File: src/hw/fte_map.vh
// constants for the file transfer host controller
`ifndef FTE_MAP_VH
`define FTE_MAP_VH
// ****************************************************************
// device feature addresses on the feature bus
// ****************************************************************
`define FTE_F_FILE   16'h0000
`define FTE_F_DIR    16'h0004
`define FTE_F_OPSEL  16'h0008
`define FTE_F_TRIG   16'h000C
`define FTE_F_OUTC   16'h0010
`define FTE_F_SLEN   16'h0014
`define FTE_F_POS    16'h0018
`define FTE_F_CNT    16'h001C
`define FTE_F_MOVED  16'h0020
`define FTE_F_WIN    16'h0400
// ****************************************************************
// feature values
// ****************************************************************
`define FTE_OP_OPEN  2'h0
`define FTE_OP_CLOSE 2'h1
`define FTE_OP_READ  2'h2
`define FTE_OP_WRITE 2'h3
`define FTE_DIR_READ  32'h00000000
`define FTE_DIR_WRITE 32'h00000001
`define FTE_TRIG_GO   32'h00000001
`define FTE_WIN_BYTES 10'h3DC
// outcome codes as seen on the device; anything nonzero is an error
`define FTE_OUT_OK    32'h00000000
// ****************************************************************
// software register offsets and fields
// ****************************************************************
`define FTE_R_CTRL   8'h00
`define FTE_R_FILE   8'h04
`define FTE_R_HSIZE  8'h08
`define FTE_R_DATA   8'h0C
`define FTE_R_STAT   8'h10
`define FTE_R_OUTC   8'h14
`define FTE_R_OFFS   8'h18
`define FTE_R_SLEN   8'h1C
`define FTE_R_ISTAT  8'h20
`define FTE_R_IMASK  8'h24
`define FTE_CTRL_START 0
`define FTE_CTRL_STORE 1
`define FTE_STAT_BUSY  0
`define FTE_STAT_DREQ  1
`define FTE_IRQ_DONE   0
`define FTE_IRQ_DREQ   1
`define FTE_IRQ_ERR    2
// ****************************************************************
// timing
// ****************************************************************
`define FTE_POLL_MS  100
`define FTE_CLK_KHZ  125000
`endif

File: src/hw/fte_host.v
// host controller that runs file transfers through device features
//
// Notes on behaviour
// - poll the trigger every 100 ms; never proceed until it reads zero
// - to store: choose file, direction write, operation open, fire trigger
// - read stored length first; if smaller than host file, go close
// - per write chunk set position to offset, count to min(rest, 988)
// - load window bytes, select write, fire; device stores at position
// - advance offset by bytes moved; loop while below size and outcome zero
// - to fetch, open with direction read; stored length is file size
// - per read chunk set count to min(rest, 988), select read, fire
// - device fills window from position; host reads it after trigger clears
// - finish by selecting close, firing trigger, and checking the outcome
//
// The implementer's own choices: the register addresses and the APB register port.
`include "fte_map.vh"
`timescale 1ns/1ns
`default_nettype none
module fte_host #(
    parameter POLL_CYCLES = `FTE_POLL_MS * `FTE_CLK_KHZ
) (
    input  wire        pclk,      // system clock, 125 MHz
    input  wire        presetn,   // async reset, active low
    input  wire [7:0]  paddr,     // software apb address
    input  wire        psel,      // software apb select
    input  wire        penable,   // software apb enable
    input  wire        pwrite,    // software apb direction
    input  wire [31:0] pwdata,    // software apb write data
    output reg  [31:0] prdata,    // software apb read data
    output reg         pready,    // software apb ready
    output reg         pslverr,   // unmapped address
    output reg         irq,       // level interrupt
    output reg  [15:0] m_paddr,   // feature bus address
    output reg         m_psel,    // feature bus select
    output reg         m_penable, // feature bus enable
    output reg         m_pwrite,  // feature bus direction
    output reg  [31:0] m_pwdata,  // feature bus write data
    input  wire [31:0] m_prdata,  // feature bus read data
    input  wire        m_pready   // feature bus ready
);
    // ****************************************************************
    // states
    // ****************************************************************
    localparam [17:0] S_IDLE = 18'h00001, S_SETF = 18'h00002,
                      S_SETD = 18'h00004, S_OPS  = 18'h00008,
                      S_TRIG = 18'h00010, S_WAIT = 18'h00020,
                      S_POLL = 18'h00040, S_STAT = 18'h00080,
                      S_LEN  = 18'h00100, S_CHK  = 18'h00200,
                      S_POS  = 18'h00400, S_CNT  = 18'h00800,
                      S_WREQ = 18'h01000, S_WWIN = 18'h02000,
                      S_MOV  = 18'h04000, S_RWIN = 18'h08000,
                      S_RREQ = 18'h10000, S_ADV  = 18'h20000;
    localparam [31:0] POLL_LAST = POLL_CYCLES - 1;

    reg  [17:0] state;
    reg  [1:0]  cur_op;
    reg  [31:0] timer;
    reg  [31:0] offset;
    reg  [31:0] slen;
    reg  [31:0] outcome;
    reg  [31:0] moved;
    reg  [9:0]  chunk;
    reg  [7:0]  word;
    reg  [31:0] rbuf;
    reg  [31:0] wbuf;
    reg         store;
    reg  [7:0]  file_sel;
    reg  [31:0] hsize;
    reg  [2:0]  istat;
    reg  [2:0]  imask;
    reg         ev_done;
    reg         ev_dreq;
    reg         ev_err;
    reg         acc;
    reg  [15:0] acc_addr;
    reg         acc_wr;
    reg  [31:0] acc_wdata;
    reg  [31:0] rd_mux;
    reg  [2:0]  next_istat;
    reg  [2:0]  next_imask;

    // ****************************************************************
    // software register decode
    // ****************************************************************
    function fte_mapped;
        input [7:0] a;
        begin
            fte_mapped = (a <= `FTE_R_IMASK) && (a[1:0] == 2'h0);
        end
    endfunction

    wire        sw_acc   = psel & penable & pready;
    wire        sw_wr    = sw_acc & pwrite & fte_mapped(paddr);
    wire        sw_rd    = sw_acc & ~pwrite & fte_mapped(paddr);
    wire        data_wr  = sw_wr & (paddr == `FTE_R_DATA);
    wire        data_rd  = sw_rd & (paddr == `FTE_R_DATA);
    wire        start    = sw_wr & (paddr == `FTE_R_CTRL) &
                           pwdata[`FTE_CTRL_START] & (state == S_IDLE);
    wire        acc_done = m_psel & m_penable & m_pready;
    wire [31:0] total    = store ? hsize : slen;
    wire [31:0] rest     = total - offset;
    wire [10:0] csum     = {1'b0, chunk} + 11'h003;
    wire [7:0]  nwords   = csum[9:2];
    wire [7:0]  word_nx  = word + 8'h01;

    // ****************************************************************
    // feature access request per state
    // ****************************************************************
    always @* begin
        acc       = 1'b1;
        acc_wr    = 1'b1;
        acc_addr  = `FTE_F_FILE;
        acc_wdata = 32'h00000000;
        case (state)
            S_SETF: acc_wdata = {24'h000000, file_sel};
            S_SETD: begin
                acc_addr  = `FTE_F_DIR;
                acc_wdata = store ? `FTE_DIR_WRITE : `FTE_DIR_READ;
            end
            S_OPS: begin
                acc_addr  = `FTE_F_OPSEL;
                acc_wdata = {30'h00000000, cur_op};
            end
            S_TRIG: begin
                acc_addr  = `FTE_F_TRIG;
                acc_wdata = `FTE_TRIG_GO;
            end
            S_POLL: begin
                acc_addr = `FTE_F_TRIG;
                acc_wr   = 1'b0;
            end
            S_STAT: begin
                acc_addr = `FTE_F_OUTC;
                acc_wr   = 1'b0;
            end
            S_LEN: begin
                acc_addr = `FTE_F_SLEN;
                acc_wr   = 1'b0;
            end
            S_POS: begin
                acc_addr  = `FTE_F_POS;
                acc_wdata = offset;
            end
            S_CNT: begin
                acc_addr  = `FTE_F_CNT;
                acc_wdata = {22'h000000, chunk};
            end
            S_WWIN: begin
                acc_addr  = `FTE_F_WIN + {6'h00, word, 2'h0};
                acc_wdata = wbuf;
            end
            S_MOV: begin
                acc_addr = `FTE_F_MOVED;
                acc_wr   = 1'b0;
            end
            S_RWIN: begin
                acc_addr = `FTE_F_WIN + {6'h00, word, 2'h0};
                acc_wr   = 1'b0;
            end
            default: acc = 1'b0;
        endcase
    end

    // ****************************************************************
    // feature bus master and sequencer
    // ****************************************************************
    always @(posedge pclk or negedge presetn) begin
        if (!presetn) begin
            m_psel    <= 1'b0;
            m_penable <= 1'b0;
            m_pwrite  <= 1'b0;
            m_paddr   <= 16'h0000;
            m_pwdata  <= 32'h00000000;
            state     <= S_IDLE;
            cur_op    <= `FTE_OP_OPEN;
            timer     <= 32'h00000000;
            offset    <= 32'h00000000;
            slen      <= 32'h00000000;
            outcome   <= 32'h00000000;
            moved     <= 32'h00000000;
            chunk     <= 10'h000;
            word      <= 8'h00;
            rbuf      <= 32'h00000000;
            ev_done   <= 1'b0;
            ev_dreq   <= 1'b0;
            ev_err    <= 1'b0;
        end else begin
            ev_done <= 1'b0;
            ev_dreq <= 1'b0;
            ev_err  <= 1'b0;
            if (acc && !m_psel) begin
                m_psel   <= 1'b1;
                m_paddr  <= acc_addr;
                m_pwrite <= acc_wr;
                m_pwdata <= acc_wdata;
            end else if (m_psel && !m_penable) begin
                m_penable <= 1'b1;
            end else if (acc_done) begin
                m_psel    <= 1'b0;
                m_penable <= 1'b0;
            end
            case (state)
                S_IDLE: if (start) begin
                    offset <= 32'h00000000;
                    cur_op <= `FTE_OP_OPEN;
                    state  <= S_SETF;
                end
                S_SETF: if (acc_done) state <= S_SETD;
                S_SETD: if (acc_done) state <= S_OPS;
                S_OPS:  if (acc_done) state <= S_TRIG;
                S_TRIG: if (acc_done) begin
                    timer <= 32'h00000000;
                    state <= S_WAIT;
                end
                S_WAIT: begin
                    timer <= timer + 32'h00000001;
                    if (timer == POLL_LAST)
                        state <= S_POLL;
                end
                S_POLL: if (acc_done) begin
                    timer <= 32'h00000000;
                    state <= (m_prdata != 32'h00000000) ? S_WAIT
                                                        : S_STAT;
                end
                S_STAT: if (acc_done) begin
                    outcome <= m_prdata;
                    ev_err  <= (m_prdata != `FTE_OUT_OK);
                    case (cur_op)
                        `FTE_OP_OPEN:  state <= S_LEN;
                        `FTE_OP_CLOSE: begin
                            ev_done <= 1'b1;
                            state   <= S_IDLE;
                        end
                        default: state <= S_MOV;
                    endcase
                end
                S_LEN: if (acc_done) begin
                    slen  <= m_prdata;
                    state <= S_CHK;
                end
                S_CHK: begin
                    chunk <= (rest < {22'h000000, `FTE_WIN_BYTES}) ?
                             rest[9:0] : `FTE_WIN_BYTES;
                    if (outcome == `FTE_OUT_OK && offset < total &&
                        !(store && slen < hsize)) begin
                        cur_op <= store ? `FTE_OP_WRITE : `FTE_OP_READ;
                        state  <= S_POS;
                    end else begin
                        cur_op <= `FTE_OP_CLOSE;
                        state  <= S_OPS;
                    end
                end
                S_POS: if (acc_done) state <= S_CNT;
                S_CNT: if (acc_done) begin
                    word    <= 8'h00;
                    ev_dreq <= store;
                    state   <= store ? S_WREQ : S_OPS;
                end
                S_WREQ: if (data_wr) state <= S_WWIN;
                S_WWIN: if (acc_done) begin
                    word <= word_nx;
                    if (word_nx == nwords) begin
                        state <= S_OPS;
                    end else begin
                        ev_dreq <= 1'b1;
                        state   <= S_WREQ;
                    end
                end
                S_MOV: if (acc_done) begin
                    moved <= m_prdata;
                    word  <= 8'h00;
                    state <= store ? S_ADV : S_RWIN;
                end
                S_RWIN: if (acc_done) begin
                    rbuf    <= m_prdata;
                    ev_dreq <= 1'b1;
                    state   <= S_RREQ;
                end
                S_RREQ: if (data_rd) begin
                    word  <= word_nx;
                    state <= (word_nx == nwords) ? S_ADV : S_RWIN;
                end
                S_ADV: begin
                    offset <= offset + moved;
                    state  <= S_CHK;
                end
                default: state <= S_IDLE;
            endcase
        end
    end

    // ****************************************************************
    // software registers and interrupt
    // ****************************************************************
    always @* begin
        next_istat = istat | {ev_err, ev_dreq, ev_done};
        next_imask = imask;
        if (sw_wr && paddr == `FTE_R_ISTAT)
            next_istat = (istat & ~pwdata[2:0]) | {ev_err, ev_dreq, ev_done};
        if (sw_wr && paddr == `FTE_R_IMASK)
            next_imask = pwdata[2:0];
        case (paddr)
            `FTE_R_CTRL:  rd_mux = {30'h00000000, store, 1'b0};
            `FTE_R_FILE:  rd_mux = {24'h000000, file_sel};
            `FTE_R_HSIZE: rd_mux = hsize;
            `FTE_R_DATA:  rd_mux = rbuf;
            `FTE_R_STAT:  rd_mux = {30'h00000000,
                                    state == S_WREQ || state == S_RREQ,
                                    state != S_IDLE};
            `FTE_R_OUTC:  rd_mux = outcome;
            `FTE_R_OFFS:  rd_mux = offset;
            `FTE_R_SLEN:  rd_mux = slen;
            `FTE_R_ISTAT: rd_mux = {29'h00000000, istat};
            `FTE_R_IMASK: rd_mux = {29'h00000000, imask};
            default:      rd_mux = 32'h00000000;
        endcase
    end

    always @(posedge pclk or negedge presetn) begin
        if (!presetn) begin
            pready   <= 1'b0;
            prdata   <= 32'h00000000;
            pslverr  <= 1'b0;
            store    <= 1'b0;
            file_sel <= 8'h00;
            hsize    <= 32'h00000000;
            wbuf     <= 32'h00000000;
            istat    <= 3'h0;
            imask    <= 3'h0;
            irq      <= 1'b0;
        end else begin
            pready  <= psel & penable & ~pready;
            pslverr <= psel & penable & ~pready & ~fte_mapped(paddr);
            if (psel && penable && !pready)
                prdata <= fte_mapped(paddr) ? rd_mux : 32'h00000000;
            if (sw_wr && paddr == `FTE_R_CTRL && state == S_IDLE)
                store <= pwdata[`FTE_CTRL_STORE];
            if (sw_wr && paddr == `FTE_R_FILE && state == S_IDLE)
                file_sel <= pwdata[7:0];
            if (sw_wr && paddr == `FTE_R_HSIZE && state == S_IDLE)
                hsize <= pwdata;
            if (data_wr)
                wbuf <= pwdata;
            istat <= next_istat;
            imask <= next_imask;
            irq   <= |(next_istat & next_imask);
        end
    end
endmodule
`default_nettype wire

File: config.mk
export PLATFORM = sky130hd
export DESIGN_NAME = fte_host
export DESIGN_NICKNAME = d
export VERILOG_FILES = /design/src/hw/fte_host.v
export VERILOG_INCLUDE_DIRS = /design/src /design/src/hw
export SDC_FILE = /design/constraint.sdc
export NUM_CORES = 1
export LEC_CHECK = 0
export BUFFER_PORTS_ARGS = -buffer_cell sky130_fd_sc_hd__clkbuf_2
export CELL_PAD_IN_SITES_DETAIL_PLACEMENT = 0
export CELL_PAD_IN_SITES_GLOBAL_PLACEMENT = 1
export CORE_ASPECT_RATIO = 1.75
export CORE_MARGIN = 2
export CORE_UTILIZATION = 39
export CTS_CLUSTER_DIAMETER = 30
export DETAILED_ROUTE_END_ITERATION = 7
export MAX_ROUTING_LAYER = met4
export PLACE_DENSITY = 0.72
export SETUP_SLACK_MARGIN = 0.02
export SYNTH_ARGS = -nofsm -noshare
export SYNTH_HDL_FRONTEND = slang
export SYNTH_SLANG_ARGS = --single-unit
File: constraint.sdc
create_clock -name pclk -period 4.53 [get_ports pclk]
set_input_delay 0.2265 -clock pclk [delete_from_list [all_inputs] [get_ports pclk]]
set_output_delay 0.2265 -clock pclk [all_outputs]
set_load 0.02 [all_outputs]
==> results of run 1 <==
## metal layers
metal  up-vias  global-route usage  wire length, µm
li1       8630                   -                -
met1      9419               0.280            28000
met2       619               0.511            42900
met3       252              0.0414             3290
met4         0               0.189             6200
met5         -                   -                0
## cells in the mapped netlist, drive strengths merged, types with 5 or more instances
master,number,share of area
nand4,24,0.0073
a221oi,16,0.0063
o21ai,199,0.045
a2111oi,9,0.0039
or2,8,0.0024
nand3,82,0.018
a22oi,28,0.0094
nor2b,14,0.0043
clkbuf,77,0.013
o2111ai,5,0.0020
and2,8,0.0022
a21oi,121,0.027
o31a,5,0.0020
nor4,41,0.015
buf,26,0.0068
nor3,26,0.0063
a222oi,10,0.0045
a22o,13,0.0051
a31oi,12,0.0037
o211ai,9,0.0033
nor3b,6,0.0022
ha,96,0.054
nand2b,20,0.0056
inv,88,0.015
o21a,8,0.0027
o21bai,10,0.0034
o22ai,31,0.0087
nand3b,6,0.0020
a21o,39,0.013
nand2,221,0.037
o31ai,9,0.0030
mux2i,66,0.030
dfrtp,390,0.44
xnor2,40,0.016
xor2,37,0.015
or3,7,0.0020
nor2,106,0.018
a211oi,12,0.0040
and3,24,0.0067
mux2,210,0.11
o22a,7,0.0028
## where the power goes
group          internal [µW]  switching (µW)
Combinational            101             215
Clock                   3970            2040
Sequential              3510            12.2
Total                   7590            2260
## logic make-up after synthesis
group | count (synthesis) | share of synthesized area
AO/OA/AOI/OAI | 570 | 0.162
XOR/XNOR | 77 | 0.0303
adder cells (fa/ha/maj) | 98 | 0.0557
buffers and inverters | 191 | 0.0346
flip-flops | 391 | 0.439
multiplexers | 276 | 0.141
other | 1 | 0.000168
AND/OR/NAND/NOR | 612 | 0.138
## per-stage QoR
stage,TNS (ps),hold slack [ps]
2_1_floorplan,0,-69.1
3_3_place_gp,0,328
3_5_place_dp,-13.1,336
4_1_cts,0,6.59
5_1_grt,0,22.9
6_report,0,33.5
## worst paths after layout
kind / start / slack [ps] / end
worst min-delay path: m_prdata[16] / 30 / rbuf[16]
min in group asynchronous: presetn / 220 / m_paddr[9]
worst max register to register: store / 260 / chunk[8]
worst max-delay path: store / 260 / chunk[8]
max in group asynchronous: presetn / 3050 / moved[24]
worst min register to register: ev_err / 460 / istat[2]
## repair_timing
item | 4_1_cts | 5_1_grt
pin swaps | 0 | 1
hold endpoints to repair | 243 | 0
endpoints found under the setup margin | 5 | 7
hold buffers | 55 | 0
resized for setup | 1 | 2
buffers inserted | 0 | 1
## worst register-to-register path, delay by kind of cell, from the launching register on
kind / cells / cell delay (ps)
compound gates: 5 / 1460
xor+xnor: 1 / 230
fa+ha+maj: 1 / 360
buf+inv: 2 / 380
flops: 1 / 380
mux: 1 / 370
simple gates: 4 / 960
## area by class of cell
type / instances / area [µm²]
antenna: 1 / 2.50
clock inverter: 47 / 577
fill: 5359 / 28900
inverter: 88 / 330
timing repair buffer: 270 / 1850
sequential: 391 / 9790
clock buffer: 100 / 2200
tap: 760 / 951
multi-input combinational: 1640 / 11800
## placed cells by master (no fill, tap or decap), types with 11 or more instances in the layout
cell type	instances
a21oi_1	121
xnor2_1	40
dlygate4sd3_1	55
a22o_1	13
nand3_1	82
dfrtp_1	390
a31oi_1	11
nand2b_1	20
a211oi_1	12
clkbuf_2	154
clkinvlp_4	12
and3_1	24
a22oi_1	28
a221oi_1	16
ha_1	96
nor2b_1	13
nor2_1	102
o21ai_0	195
nor3_1	23
buf_4	55
inv_1	88
mux2_2	180
nand2_1	220
clkbuf_16	81
xor2_1	37
mux2_4	30
mux2i_1	66
a21o_1	39
nor4_1	34
nand4_1	22
o22ai_1	31
==> flow_summary.ini, run 1 <==
[route]
drt_wl_total_um = 80400
drc = 0
antenna_left = 0
drtIter0Drc = 1162
viasPerCell = 5.74
firstDrtPassIters = 5
vias = 18900
wl_per_cell_um = 24.4

[cts]
clkTransAtPathRegs_ps = 50
cts_sinks = 391
insertion_delay_ps = 620
cts.path.max_buffers = 3
h-tree-depth = 3
cts_buffers = 80
root_buffer = clkbuf_16
cts_tree = built

[flow_run]
drv_cap = 0

[layout]
final_core_util = 0.487
area_growth_pct = 23.4
drive_above_1_share = 0.238
nets = 2647
design_area_um2 = 27500
finalNonFillerCells = 3297

[grt]
grt_usage = 0.284
first_global_vias = 19900
grt_pass1_wl_um = 122000
gr-total-overflow = 0
grt_max_degree = 120
grt_antenna_before_repair = 1

[synthesis]
ys.warnings.count = 0
seq_area_frac_synth = 0.439
synth_cells = 2216
avgSynthCellArea_um2 = 10.1
synthArstFlopShare = 1.00
ys_types = 85
synth_top_flop_cell = dfrtp_1
synth_edf_count = 0
ys_seq_elements = 391
synthesis.area_um2 = 22300

[setup_path]
crit_type = reg -> reg
critical_path_arrival_ps = 4760
crit_fanout = 19
r2r.worst_path.cells = 14
slowest_stage = a2111oi_2
critPathBufInv = 2
start_kind = flip-flop
cp.required_ps = 5020
slowest_delay_ps = 560
crit_path_frequent_cell = nand4_1
crit_family = compound AO/OA/AOI/OAI gates
end_kind = flip-flop
cp_num_cells = 14
worstPathCellList = buf_12, mux2_2, ha_1, a21o_1, or3_1, o21ai_1, o21bai_1, xor2_1, a2111oi_2, nand4_1, nor4_1, nand4_1, buf_4, o22a_1

[sta]
drv_slew = 0
period_minus_slack_ps = 4270
maxSlewHeadroom = 0.347
setup_viol = 0
finClkSkew_ps = 21.4
final.setup.worst_slack_ps = 262
hold_viol = 0
fmax_mhz = 234
finalCritPeriodShare = 0.942
rsz0062_at_grt = false
tightest_slew_ps = 965

[floorplanning]
ios = 164
design.die.area_um2 = 59100
die_x_um = 185
die_y_um = 320
fp.coreArea_um2 = 56400
num_rows = 115
start_util = 0.395

[pwr]
p_leak_uw = 0.0136
peakVddDrop_mv = 0.281
p_total_uw = 9850
p_per_area_nw_per_um2 = 358

[run_status]
status = completed

[hold_path]
holdPathStages = 2
hold_path.class = in -> reg

[placement]
gp_congestion = 0.961
preCtsSetupSlack_ps = -13.1
hpwlAfterDp_um = 59900
io_buffers = 156
place_inst = 3093
dpl_cell_area_um2 = 24100
Note: power is estimated with default switching activity, not from simulation.
==> run 2: changes to the inputs <==
--- a/config.mk
+++ b/config.mk
@@ -16,6 +16,7 @@
 export DETAILED_ROUTE_END_ITERATION = 7
 export MAX_ROUTING_LAYER = met4
 export PLACE_DENSITY = 0.72
+export RECOVER_POWER = 100
 export SETUP_SLACK_MARGIN = 0.02
 export SYNTH_ARGS = -nofsm -noshare
 export SYNTH_HDL_FRONTEND = slang
==> flow_summary.ini, run 2 (synthesis gave the netlist of run 1 again) <==
[sta]
fmax_mhz = 231
finClkSkew_ps = 20.9
hold_viol = 0
whs_ps = 2.34
tightest_slew_ps = 2780
tns_ps = 0
maxSlewHeadroom = -0.855
finalCritPeriodShare = 0.956
rsz0062_at_grt = false
setup_viol = 0
drv_slew = 173
period_minus_slack_ps = 4330

[placement]
gp_congestion = 0.961
hpwlAfterDp_um = 59900
io_buffers = 156

[grt]
grt_max_degree = 120
grt_pass1_wl_um = 122000
first_global_vias = 19900
grt_antenna_before_repair = 1
gr-total-overflow = 0
grt_usage = 0.284

[layout]
area_growth_pct = 21.7
nets = 2647
final_core_util = 0.481
final_cell_mix = dfrtp_1 (390), nand2_1 (220), o21ai_0 (195), mux2_2 (177), a21oi_1 (121)
drive_above_1_share = 0.183
final_common_cell = dfrtp_1

[setup_path]
crit_family = compound AO/OA/AOI/OAI gates
slowest_stage = a21oi_1
critical_path_arrival_ps = 4820
slowest_delay_ps = 490
critPathBufInv = 2
crit_type = reg -> reg
reg2reg_slack_ps = 200
start_kind = flip-flop
cp.required_ps = 5010
end_kind = flip-flop
crit_fanout = 5
worstPathCellList = ha_1, fa_1, a21oi_1, o22ai_1, o21a_1, a211oi_1, buf_4, a211oi_1, clkbuf_1, a311o_1, o21a_1, mux2i_1, a2111oi_0, nor2_1

[pwr]
peakVddDrop_mv = 0.281
p_leak_uw = 0.0132
p_per_area_nw_per_um2 = 363

[floorplanning]
design.die.area_um2 = 59100
die_x_um = 185
num_rows = 115
start_util = 0.395
die_y_um = 320
ios = 164
fp.coreArea_um2 = 56400

[cts]
root_buffer = clkbuf_16
cts.path.max_buffers = 3
cts_sinks = 391
h-tree-depth = 3
insertion_delay_ps = 620
clkTransAtPathRegs_ps = 50
cts_buffers = 80
cts_tree = built

[route]
drtIter0Drc = 1117
viasPerCell = 5.74
drc = 0
antenna_left = 0
drt_wl_total_um = 80400
wl_per_cell_um = 24.4
firstDrtPassIters = 5
vias = 18900

[hold_path]
hold_path.class = in -> reg

[run_status]
status = finished, violations left
violations = capacitance limit, slew limit

[flow_run]
drv_cap = 4
## run 2: changes by cell type in the layout (fill, tap and decap cells not counted), sizes merged
cell,before,now
buf,61,39
clkbuf,254,276
## run 2: path summary, 6_finish.rpt
kind | startpoint | end | cells past startpoint
max reg2reg | offset[0] | offset[30] | 14
min in group asynchronous | presetn | m_paddr[9] | 2
min | m_prdata[16] | rbuf[16] | 2
min reg2reg | ev_err | istat[2] | 1
max | offset[0] | offset[30] | 14
max in group asynchronous | presetn | slen[23] | 3
## run 2: area by class of cell
| cell class | instances | area [µm²] |
|---|---|---|
| antenna | 1 | 2.50 |
| clock inverter | 47 | 577 |
| timing repair buffer | 270 | 1660 |
| inverter | 88 | 330 |
| multi-input combinational | 1640 | 11600 |
| sequential | 391 | 9790 |
| fill | 5471 | 29300 |
| tap | 760 | 951 |
| clock buffer | 100 | 2200 |
## run 2: power breakdown
| part | internal [µW] | leakage [µW] | switching, µW |
|---|---|---|---|
| clock network | 3970 | 0.00133 | 2040 |
| logic | 94.7 | 0.00690 | 213 |
| registers | 3510 | 0.00500 | 12.8 |
## run 2: through the flow
stage	setup WS (ps)	cells	total power [µW]	cell area [µm²]
finish	199	3297	9850	27100
global route	41.0	3297	10100	27100
floorplan	444	2222	3670	22300
detailed placement	-13.1	3093	3860	24100
CTS	104	3295	9950	27500
global placement	1.28	3093	3860	24100
## run 2: metal layers
layer  part of all wire  GRT usage  vias to the layer above  wire length, µm
li1                   -          -                     8634                -
met1               0.35      0.280                     9439            28000
met2               0.53      0.511                      592            43000
met3              0.042     0.0414                      246             3350
met4              0.076      0.189                        0             6090
met5                  0          -                        -                0
## run 2: worst register-to-register path, cell delays in order (launching register included)
cell and delay, ps:
dfrtp_1 460, ha_1 290, fa_1 420, a21oi_1 490, o22ai_1 290, o21a_1 250
a211oi_1 240, buf_4 210, a211oi_1 100, clkbuf_1 190, a311o_1 380, o21a_1 230
mux2i_1 140, a2111oi_0 420, nor2_1 80
## run 2: timing repair
item | in CTS | in global routing
pin swaps | 0 | 1
buffers inserted | 0 | 1
endpoints found under the setup margin | 5 | 7
hold buffers | 55 | 0
gates resized for setup | 1 | 2
endpoints found under the hold margin | 243 | 0
